$ cat src/mwc_map.svh
`ifndef MWC_MAP_SVH
`define MWC_MAP_SVH

// byte offsets on the apb
`define MWC_WIN_OFS 8'h10
`define MWC_CFG_OFS 8'h14
`define MWC_STAT_OFS 8'h20
`define MWC_IEN_OFS 8'h24
`define MWC_ICLR_OFS 8'h28

// configuration fields
`define MWC_HSEL_MSB 2
`define MWC_HSEL_LSB 0
`define MWC_CNTEN_BIT 3
`define MWC_MUX_MSB 6
`define MWC_MUX_LSB 4
`define MWC_ERST_BIT 7

// reset values
`define MWC_CFG_RST 8'h00
`define MWC_HID_RST 6'h00
`define MWC_IRQ_RST 3'h0

// datapath
`define MWC_DELTA_W 11
`define MWC_SLICE_W 6
`define MWC_SHIFT_MAX 3'h5
`define MWC_SLICE_SAT 6'h3F
`define MWC_AXES 3

`endif

$ cat src/mwc_pkg.sv
package mwc_pkg;

	typedef enum logic [2:0] {
		MWC_SEL_NONE_LO = 3'h0,
		MWC_SEL_THR_X = 3'h1,
		MWC_SEL_THR_Y = 3'h2,
		MWC_SEL_THR_Z = 3'h3,
		MWC_SEL_NONE_HI = 3'h4,
		MWC_SEL_CNT_X = 3'h5,
		MWC_SEL_CNT_Y = 3'h6,
		MWC_SEL_CNT_Z = 3'h7
	} mwc_hsel_t;

	typedef logic [5:0] mwc_hid_t;
	typedef logic [7:0] mwc_cfg_t;

endpackage

$ cat src/mwc_axis.sv
`timescale 1ns/1ps
`include "mwc_map.svh"

module mwc_axis
	import mwc_pkg::*;
(
	// clock and reset
	input wire logic clock,
	input wire logic rst_n,
	input wire logic engine_rst,
	// sample
	input wire logic [10:0] delta,
	input wire logic sample_valid,
	// settings
	input wire logic [2:0] slice_sel,
	input wire mwc_hid_t threshold,
	input wire mwc_hid_t count_limit,
	input wire logic count_en,
	// result
	output logic qualified,
	output logic event_pulse
);

	logic [2:0] shift;
	logic [10:0] shifted;
	logic over;
	mwc_hid_t cmp;
	logic hit;
	mwc_hid_t cnt_reg;
	mwc_hid_t cnt_next;
	logic qual_reg;
	logic qual_next;

	// slice pick and clamp
	always_comb
	begin
		shift = (slice_sel > `MWC_SHIFT_MAX) ? `MWC_SHIFT_MAX : slice_sel;
		shifted = delta >> shift;
		over = |shifted[10:6];
		cmp = over ? `MWC_SLICE_SAT : shifted[5:0];
		hit = sample_valid && (cmp >= threshold);
	end

	// event counting
	always_comb
	begin
		cnt_next = cnt_reg;
		qual_next = qual_reg;
		if (engine_rst)
		begin
			cnt_next = `MWC_HID_RST;
			qual_next = 1'b0;
		end
		else if (hit && count_en)
		begin
			if (cnt_reg >= count_limit)
				qual_next = 1'b1;
			else
				cnt_next = cnt_reg + 6'h01;
		end
	end

	always_ff @(posedge clock or negedge rst_n)
	begin
		if (!rst_n)
		begin
			cnt_reg <= `MWC_HID_RST;
			qual_reg <= 1'b0;
		end
		else
		begin
			cnt_reg <= cnt_next;
			qual_reg <= qual_next;
		end
	end

	assign qualified = qual_reg;
	assign event_pulse = qual_next && !qual_reg;
endmodule

$ cat src/mwc_top.sv
// Contract
// - bits 2:0 pick hidden register: 1-3 thresholds, 5-7 counts, 0 and 4 none
// - bit 3 enables detection counters for all axes; cleared by default
// - motion wakeup becomes declared only while counting is enabled; stays declared after counting is disabled, until bit 7 resets the engine
// - bits 6:4 pick delta slice n+5:n; codes 5-7 pick 10:5
// - delta bits above the slice saturate the compared value
// - bit 7 set holds the engine in reset; clear releases it
// - bit 7 keeps its written value; hardware never clears it
// - configuration byte reads zero after power-on; all fields read-write
// - each axis threshold is an independent unsigned six-bit value
// - count register holds wanted events minus one; zero means one event
`timescale 1ns/1ps
`include "mwc_map.svh"

module mwc_top
	import mwc_pkg::*;
#(
	parameter int ADDR_W = 8
)
(
	// clock and reset
	input wire logic clock,
	input wire logic rst_n,
	// apb slave
	input wire logic psel,
	input wire logic penable,
	input wire logic pwrite,
	input wire logic [ADDR_W-1:0] paddr,
	input wire logic [31:0] pwdata,
	output logic [31:0] prdata,
	output logic pready,
	output logic pslverr,
	// per-axis deltas
	input wire logic [10:0] delta_x,
	input wire logic [10:0] delta_y,
	input wire logic [10:0] delta_z,
	input wire logic delta_valid,
	// engine state
	output logic engine_reset,
	output logic [2:0] axis_qualified,
	output logic wake,
	output logic irq
);

	mwc_cfg_t config_reg;
	mwc_cfg_t config_next;
	mwc_hid_t thr_reg [3];
	mwc_hid_t thr_next [3];
	mwc_hid_t cnt_reg [3];
	mwc_hid_t cnt_next [3];
	logic [2:0] status_reg;
	logic [2:0] status_next;
	logic [2:0] ien_reg;
	logic [2:0] ien_next;
	logic irq_reg;
	logic irq_next;
	logic wake_reg;
	logic wake_next;
	logic [31:0] prdata_reg;
	logic [31:0] prdata_next;
	logic pready_reg;
	logic pready_next;
	logic pslverr_reg;
	logic pslverr_next;

	logic [10:0] delta_a [3];
	logic [2:0] qual_w;
	logic [2:0] evt_w;
	logic wr_take;
	logic [7:0] addr8;
	logic [2:0] hsel;
	logic [1:0] hidx;
	logic hvalid;
	logic hcount;
	logic [2:0] clr_w;
	mwc_hid_t win_rd;
	logic addr_map;

	assign delta_a[0] = delta_x;
	assign delta_a[1] = delta_y;
	assign delta_a[2] = delta_z;
	assign addr8 = paddr[7:0];

	// hidden register decode
	always_comb
	begin
		hsel = config_reg[`MWC_HSEL_MSB:`MWC_HSEL_LSB];
		hvalid = (hsel[1:0] != 2'h0);
		hcount = hsel[2];
		hidx = hsel[1:0] - 2'h1;
		win_rd = `MWC_HID_RST;
		if (hvalid)
			win_rd = hcount ? cnt_reg[hidx] : thr_reg[hidx];
	end

	// apb handshake: one wait state
	always_comb
	begin
		wr_take = psel && penable && pready_reg && pwrite;
		pready_next = psel && penable && !pready_reg;
		prdata_next = prdata_reg;
		pslverr_next = 1'b0;
		if (pready_next)
		begin
			prdata_next = 32'h0000_0000;
			case (addr8)
				`MWC_WIN_OFS: prdata_next = {26'h0, win_rd};
				`MWC_CFG_OFS: prdata_next = {24'h0, config_reg};
				`MWC_STAT_OFS: prdata_next = {29'h0, status_reg};
				`MWC_IEN_OFS: prdata_next = {29'h0, ien_reg};
				`MWC_ICLR_OFS: prdata_next = 32'h0000_0000;
				default: pslverr_next = 1'b1;
			endcase
		end
	end

	// register writes
	always_comb
	begin
		config_next = config_reg;
		thr_next = thr_reg;
		cnt_next = cnt_reg;
		ien_next = ien_reg;
		clr_w = 3'h0;
		if (wr_take)
		begin
			case (addr8)
				`MWC_CFG_OFS: config_next = pwdata[7:0];
				`MWC_WIN_OFS:
				begin
					if (hvalid && hcount)
						cnt_next[hidx] = pwdata[5:0];
					else if (hvalid)
						thr_next[hidx] = pwdata[5:0];
				end
				`MWC_IEN_OFS: ien_next = pwdata[2:0];
				`MWC_ICLR_OFS: clr_w = pwdata[2:0];
				default: config_next = config_reg;
			endcase
		end
	end

	// sticky status, set wins over clear
	always_comb
	begin
		status_next = (status_reg & ~clr_w) | evt_w;
		irq_next = |(status_reg & ien_reg);
		wake_next = |qual_w;
	end

	always_ff @(posedge clock or negedge rst_n)
	begin
		if (!rst_n)
		begin
			config_reg <= `MWC_CFG_RST;
			for (int i = 0; i < `MWC_AXES; i++)
			begin
				thr_reg[i] <= `MWC_HID_RST;
				cnt_reg[i] <= `MWC_HID_RST;
			end
			status_reg <= `MWC_IRQ_RST;
			ien_reg <= `MWC_IRQ_RST;
			irq_reg <= 1'b0;
			wake_reg <= 1'b0;
			prdata_reg <= 32'h0000_0000;
			pready_reg <= 1'b0;
			pslverr_reg <= 1'b0;
		end
		else
		begin
			config_reg <= config_next;
			thr_reg <= thr_next;
			cnt_reg <= cnt_next;
			status_reg <= status_next;
			ien_reg <= ien_next;
			irq_reg <= irq_next;
			wake_reg <= wake_next;
			prdata_reg <= prdata_next;
			pready_reg <= pready_next;
			pslverr_reg <= pslverr_next;
		end
	end

	// per-axis detection
	genvar g;
	generate
		for (g = 0; g < `MWC_AXES; g++)
		begin : axis
			mwc_axis u_axis (
				.clock(clock),
				.rst_n(rst_n),
				.engine_rst(config_reg[`MWC_ERST_BIT]),
				.delta(delta_a[g]),
				.sample_valid(delta_valid),
				.slice_sel(config_reg[`MWC_MUX_MSB:`MWC_MUX_LSB]),
				.threshold(thr_reg[g]),
				.count_limit(cnt_reg[g]),
				.count_en(config_reg[`MWC_CNTEN_BIT]),
				.qualified(qual_w[g]),
				.event_pulse(evt_w[g])
			);
		end
	endgenerate

	assign prdata = prdata_reg;
	assign pready = pready_reg;
	assign pslverr = pslverr_reg;
	assign engine_reset = config_reg[`MWC_ERST_BIT];
	assign axis_qualified = qual_w;
	assign wake = wake_reg;
	assign irq = irq_reg;

	// decoded addresses, for the bus checks
	assign addr_map = (addr8 == `MWC_WIN_OFS) || (addr8 == `MWC_CFG_OFS)
		|| (addr8 == `MWC_STAT_OFS) || (addr8 == `MWC_IEN_OFS)
		|| (addr8 == `MWC_ICLR_OFS);
endmodule

$ cat config.mk
export PLATFORM = sky130hd
export DESIGN_NAME = mwc_top
export DESIGN_NICKNAME = d
export VERILOG_FILES = /design/src/mwc_pkg.sv /design/src/mwc_axis.sv /design/src/mwc_top.sv
export VERILOG_INCLUDE_DIRS = /design/src /design/src/src
export SDC_FILE = /design/constraint.sdc
export NUM_CORES = 1
export LEC_CHECK = 0
export BUFFER_PORTS_ARGS = -buffer_cell sky130_fd_sc_hd__buf_2
export CORE_UTILIZATION = 45
export DETAILED_ROUTE_END_ITERATION = 12
export PLACE_DENSITY = 0.67
export SYNTH_ARGS = -nofsm -noshare
export SYNTH_HDL_FRONTEND = slang
export SYNTH_SLANG_ARGS = --single-unit
$ cat constraint.sdc
create_clock -name clock -period 3.6 [get_ports clock]
set_input_delay 0.18 -clock clock [delete_from_list [all_inputs] [get_ports clock]]
set_output_delay 0.18 -clock clock [all_outputs]
set_load 0.005 [all_outputs]
=== After elaboration in Yosys (flattened, before gate mapping) ===
Index checks and enable logic that the tools add are counted.
Widths: inputs -> output; s select.

* $add $sub $neg: 4
* Magnitude comparators: 9
* Equality and inequality tests: 8
* Shifts and indexed selects: 3
* Mux-type cells: 39
* Bitwise operators: 6
* Reductions and logical operators: 36

{| class="wikitable"
|+ Operator list
! operator !! number
|-
| $mux 6 || 19
|-
| $bwmux 18 || 2
|-
| $ge 6x6->1 || 6
|-
| $shr 11x3->11 || 3
|-
| $pmux 8 s4 || 1
|-
| $bmux 6 s2 || 2
|-
| $eq 8x6->1 const B || 3
|-
| $reduce_or 5->1 || 4
|-
| $add 6x1->6 const B || 3
|-
| $eq 8x5->1 const B || 2
|-
| $logic_and 1x1->1 || 15
|-
| $demux 6 s2 || 1
|-
| $mux 1 || 11
|-
| $reduce_and 2->1 || 5
|-
| $mux 3 || 3
|-
| $reduce_bool 2->1 || 4
|-
| $and 3x3->3 || 2
|-
| $ne 2x2->1 const B || 3
|-
| $reduce_or 3->1 || 2
|-
| $logic_not 1->1 || 4
|-
| $reduce_and 4->1 || 1
|-
| $ge 3x3->1 const B || 1
|-
| $gt 3x3->1 const B || 1
|-
| $lt 3x1->1 const B || 1
|-
| 6 further kinds || 6
|}

* Register bits after elaboration: 107
* Logic and storage cells: 125

=== Longest topological paths before layout ===
* Depth after elaboration: 12
* Depth in mapped cells: 13
* Gate-level depth less buffers: 11

=== Cells and area by module ===
From an unflattened synthesis, not the netlist that was laid out.

* Cell total of the unflattened synthesis: 618
* Area, all modules: 6,229.7 um2

{| class="wikitable"
|+ By module, submodules not included
! module !! instances !! cells each !! area each (um2) !! seq. area each (um2)
|-
| mwc_top || 1 || 249 || 3,166.8 || 1,551.5
|-
| mwc_axis || 3 || 123 || 1,021.0 || 175.2
|}

=== Worst setup path after synthesis ===
Ideal clock, no wire load.

* Path type: flip-flop to flip-flop
* Start point: reg config_reg[5]
* End point: reg axis[0].u_axis.cnt_reg[4]
* Setup time: 0.125 ns
* Data arrival time: 3.005 ns
* Data required time: 3.475 ns
* Path slack: 0.471 ns
* Stages on the path, launching flop included: 14
* Cells stage by stage: dfrtp_1 -> clkbuf_1 -> a21oi_1 -> buf_2 -> mux2i_1 -> nand2_1 -> a311o_1 -> ha_1 -> nor3_1 -> nor4_1 -> nand2_1 -> clkbuf_1 -> nor4_1 -> mux2_2

* Cells in the longest elaborated chain, start to end: 10

{| class="wikitable"
|+ RTL lines
! element !! RTL line !! RTL
|-
| start: declaration || mwc_top.sv:45 || <nowiki>mwc_cfg_t config_reg;</nowiki>
|-
| start signal: assignment || mwc_top.sv:155 || <nowiki>config_reg <= `MWC_CFG_RST;</nowiki>
|-
| start signal: assignment || mwc_top.sv:171 || <nowiki>config_reg <= config_next;</nowiki>
|-
| $gt 3x3->1 (no source line) || - ||
|-
| $mux 3 * || mwc_axis.sv:37 || <nowiki>shift = (slice_sel > `MWC_SHIFT_MAX) ? `MWC_SHIFT_MAX : slice_sel;</nowiki>
|-
| $shr 11x3->11 * || mwc_axis.sv:38 || <nowiki>shifted = delta >> shift;</nowiki>
|-
| $reduce_or 5->1 || mwc_axis.sv:39 || <nowiki>over = |shifted[10:6];</nowiki>
|-
| $mux 6 * || mwc_axis.sv:40 || <nowiki>cmp = over ? `MWC_SLICE_SAT : shifted[5:0];</nowiki>
|-
| $ge 6x6->1 * || mwc_axis.sv:41 || <nowiki>hit = sample_valid && (cmp >= threshold);</nowiki>
|-
| $logic_and 1x1->1 * || mwc_axis.sv:41 ||
|-
| $logic_and 1x1->1 * || mwc_axis.sv:54 || <nowiki>else if (hit && count_en)</nowiki>
|-
| $reduce_bool 2->1 (no source line) * || - ||
|-
| $reduce_and 2->1 (no source line) * || - ||
|-
| end signal: assignment || mwc_axis.sv:67 || <nowiki>cnt_reg <= `MWC_HID_RST;</nowiki>
|-
| end signal: assignment || mwc_axis.sv:72 || <nowiki>cnt_reg <= cnt_next;</nowiki>
|-
| end: declaration || mwc_axis.sv:29 || <nowiki>mwc_hid_t cnt_reg;</nowiki>
|}

Every way passes the cells marked *; elsewhere a longest branch is shown, timed or not.
A chain may end at the register's enable or synchronous reset.

=== Worst setup path in the final report ===
* Start point: reg config_reg[5]
* End point: reg axis[2].u_axis.cnt_reg[5]

* Cells in the longest elaborated chain, start to end: 10

{| class="wikitable"
|+ RTL lines
! element !! RTL line
|-
| $gt 3x3->1 (no source line) || -
|-
| $mux 3 * || mwc_axis.sv:37
|-
| $shr 11x3->11 * || mwc_axis.sv:38
|-
| $reduce_or 5->1 || mwc_axis.sv:39
|-
| $mux 6 * || mwc_axis.sv:40
|-
| $ge 6x6->1 * || mwc_axis.sv:41
|-
| $logic_and 1x1->1 * || mwc_axis.sv:41
|-
| $logic_and 1x1->1 * || mwc_axis.sv:54
|-
| $reduce_bool 2->1 (no source line) * || -
|-
| $reduce_and 2->1 (no source line) * || -
|-
| end signal: assignment || mwc_axis.sv:67
|-
| end signal: assignment || mwc_axis.sv:72
|-
| end: declaration || mwc_axis.sv:29
|}

Marks and branches as above.

==> metrics.cfg <==
[synthesis]
avgSynthCellArea_sq_um=10.18
netlist_area_sq_mm=0.006070
synth_top_family_by_area=multiplexers
synth_cells=596
synth-xor-area-share_pct=0
synth.yosys.seq_area_share_pct=34.22
ys_types=60
ys.flop_type=dfrtp_1
synth.area.mux_share_pct=21.07
synth-edff-count=0
synthArstFlopShare_pct=100.0
yosysWarnings=0
synth_adder_area_share_pct=8.864
synth-compound-area-share_pct=12.53
ys_ff_latch=83
yosys.area_share.simple_pct=15.44

[clock_network]
cts_resized=0
clkTransAtPathRegs_ns=0.06
cts_tree=done
htreeDepth=3
clock_latency_ns=0.34
cts_buffers=9
hold_buffers=0
cts_setup_buffers=0
clock-root-buffer=clkbuf_16
cts.sinks=83
clk_path_buf_depth=2

[routing]
drc=0
routed_via_density=5.604
first_iter_violations=367
drt_pass1_iterations=5
wirelength_mm=13.58
dr_total_vias=4702
ant_nets=0
wl_per_cell_um=16.18

[timing]
max_freq_ghz=0.3002
drv_slew=0
post-route-min-period_ns=3.331
fin_worst_skew_ns=0.007167
setup_viol=0
finalCritPeriodShare_pct=92.53
worst_pin_slew_ns=1.084
slew-limit-headroom_pct=27.73
hold_viol=0
finalSetupTns_ns=0
worst_slack_ns=0.2688
rsz0062_at_grt=no
holdWs_ns=0.03867

[grt]
grt-ovfl-total=0
grt_max_degree=84
grt_usage_pct=20.00
antenna_found_initial=0
grt_pass1_wl_mm=22.44
grt_pass1_vias=4576

[floorplan]
core_sq_mm=0.01319
start_util_pct=46.02
die_h_um=118.1
pin_count=119
rows=42
dieArea_sq_mm=0.01396
die_w_um=118.1

[worst_setup_path]
worst_ep_arrival_time_ns=3.55
cp_common_cell=nor4_1
path_cells=a21oi_2 > buf_12 > mux2i_1 > nand2_1 > a311o_1 > ha_1 > nor3_1 > nor4_1 > o21ai_1 > nor4_1 > mux2_2
cp_top_family=compound AO/OA/AOI/OAI gates
start_kind=flop
max_stage_delay_ns=0.45
r2r_slack_ns=0.27
startpoint=config_reg[5]
worst-endpoint-required_ns=3.82
r2r_start=config_reg[5]
cpMaxStageDelayCell=dfrtp_1
worst-path-max-fanout=20
crit_type=flop to flop
cp-end-kind=flop
cp.buffers_inverters=1

[layout]
antenna_cells=0
multi_input_area_sq_mm=0.003608
instances_no_fill=839
fin_nets=780
drive_above_1_share_pct=27.90
utilization_pct=51.75
fillCellCount=1197
syn2layout_area_growth_pct=12.47
regArea_sq_mm=0.002077
final_area_sq_mm=0.006827

[power_and_ir_drop]
p_per_area_mw_per_mm2=307.7
p_leak_nw=3.334
peakVddDrop_uv=232.5
p_total_mw=2.101

[placed_design]
post_dp_cell_area_sq_mm=0.006507
hpwl_mm=10.20
place_inst=823
pre_cts_slack_ns=0.2232
io_buffers=70
place_congestion=0.8623

[status]
outcome=complete, no violations

[job]
cap_violations=0

[hold_path]
hold_class=input port to async pin

worst paths after layout:
check	end	cells past startpoint
hold reg to reg	prdata[7]	2
max in group asynchronous	prdata[0]	1
setup reg to reg	axis[2].u_axis.cnt_reg[5]	11
hold / removal	axis[0].u_axis.cnt_reg[1]	1
min in group clock	config_reg[7]	2
setup / recovery	axis[2].u_axis.cnt_reg[5]	11
where the power goes:
| part | switching (mW) | internal [mW] |
|---|---|---|
| Clock | 0.374 | 0.609 |
| Combinational | 0.100 | 0.0652 |
| Sequential | 0.00846 | 0.944 |
worst register-to-register path, stage by stage, from the launching register on:
cell,delay [ns]
dfrtp_1,0.45
a21oi_2,0.20
buf_12,0.20
mux2i_1,0.31
nand2_1,0.10
a311o_1,0.36
ha_1,0.27
nor3_1,0.05
nor4_1,0.23
o21ai_1,0.27
nor4_1,0.40
mux2_2,0.37
routing by layer:
layer	GRT usage (%)	vias up	wire length (um)
li1	-	2262	-
met1	26.05	2307	6126
met2	34.93	121	6785
met3	3.475	12	556
met4	3.766	0	107
met5	0	-	0
cells by family after synthesis:
family	after synthesis
mux	99
compound gates	111
buf+inv	95
flops	83
other cells	1
fa+ha+maj	43
simple gates	164
placed cells by master (no fill, tap or decap), drive strengths merged, types with 5 or more instances in the layout:
cell type  netlist  routed
clkbuf          15      10
buf             37      80
nand4            5       5
ha              43      43
conb             1      24
nor2            35      35
dfrtp           83      83
o31ai            9       9
mux4            17      17
nor4             9       9
or4              8       8
nand2b          13      13
inv             43      43
nand4b           5       5
o211ai          12      12
o21ba            6       6
a21oi           28      28
mux2i           28      28
nor2b            6       6
mux2            54      54
nand3            7       7
nor3             7       7
o21ai           20      20
nand2           56      56
synth_stat cells, types with 7 or more instances:
library cell,number,share of area [%]
nand2_1,56,3.5
mux2i_1,28,4.6
buf_4,27,3.3
o31ai_1,9,1.1
dfrtp_1,83,34
or4_1,8,0.99
a21oi_1,28,2.3
mux2_2,52,9.6
inv_1,43,2.7
o21ai_0,16,1.3
nand3_1,7,0.58
nor2_1,34,2.1
o211ai_1,12,1.5
ha_1,43,8.9
nand2b_1,12,1.2
buf_2,7,0.58
mux4_2,17,6.3
clkbuf_1,15,0.93
layout make-up:
class,count,area share (%)
clock buffers,10,3.354
clock inverters,6,1.320
inverters,43,2.364
multi-input cells,441,52.86
flip-flops and latches,83,30.43
well taps,176,3.226
repair buffers,80,6.452
Power figures use the tool's default switching activity.
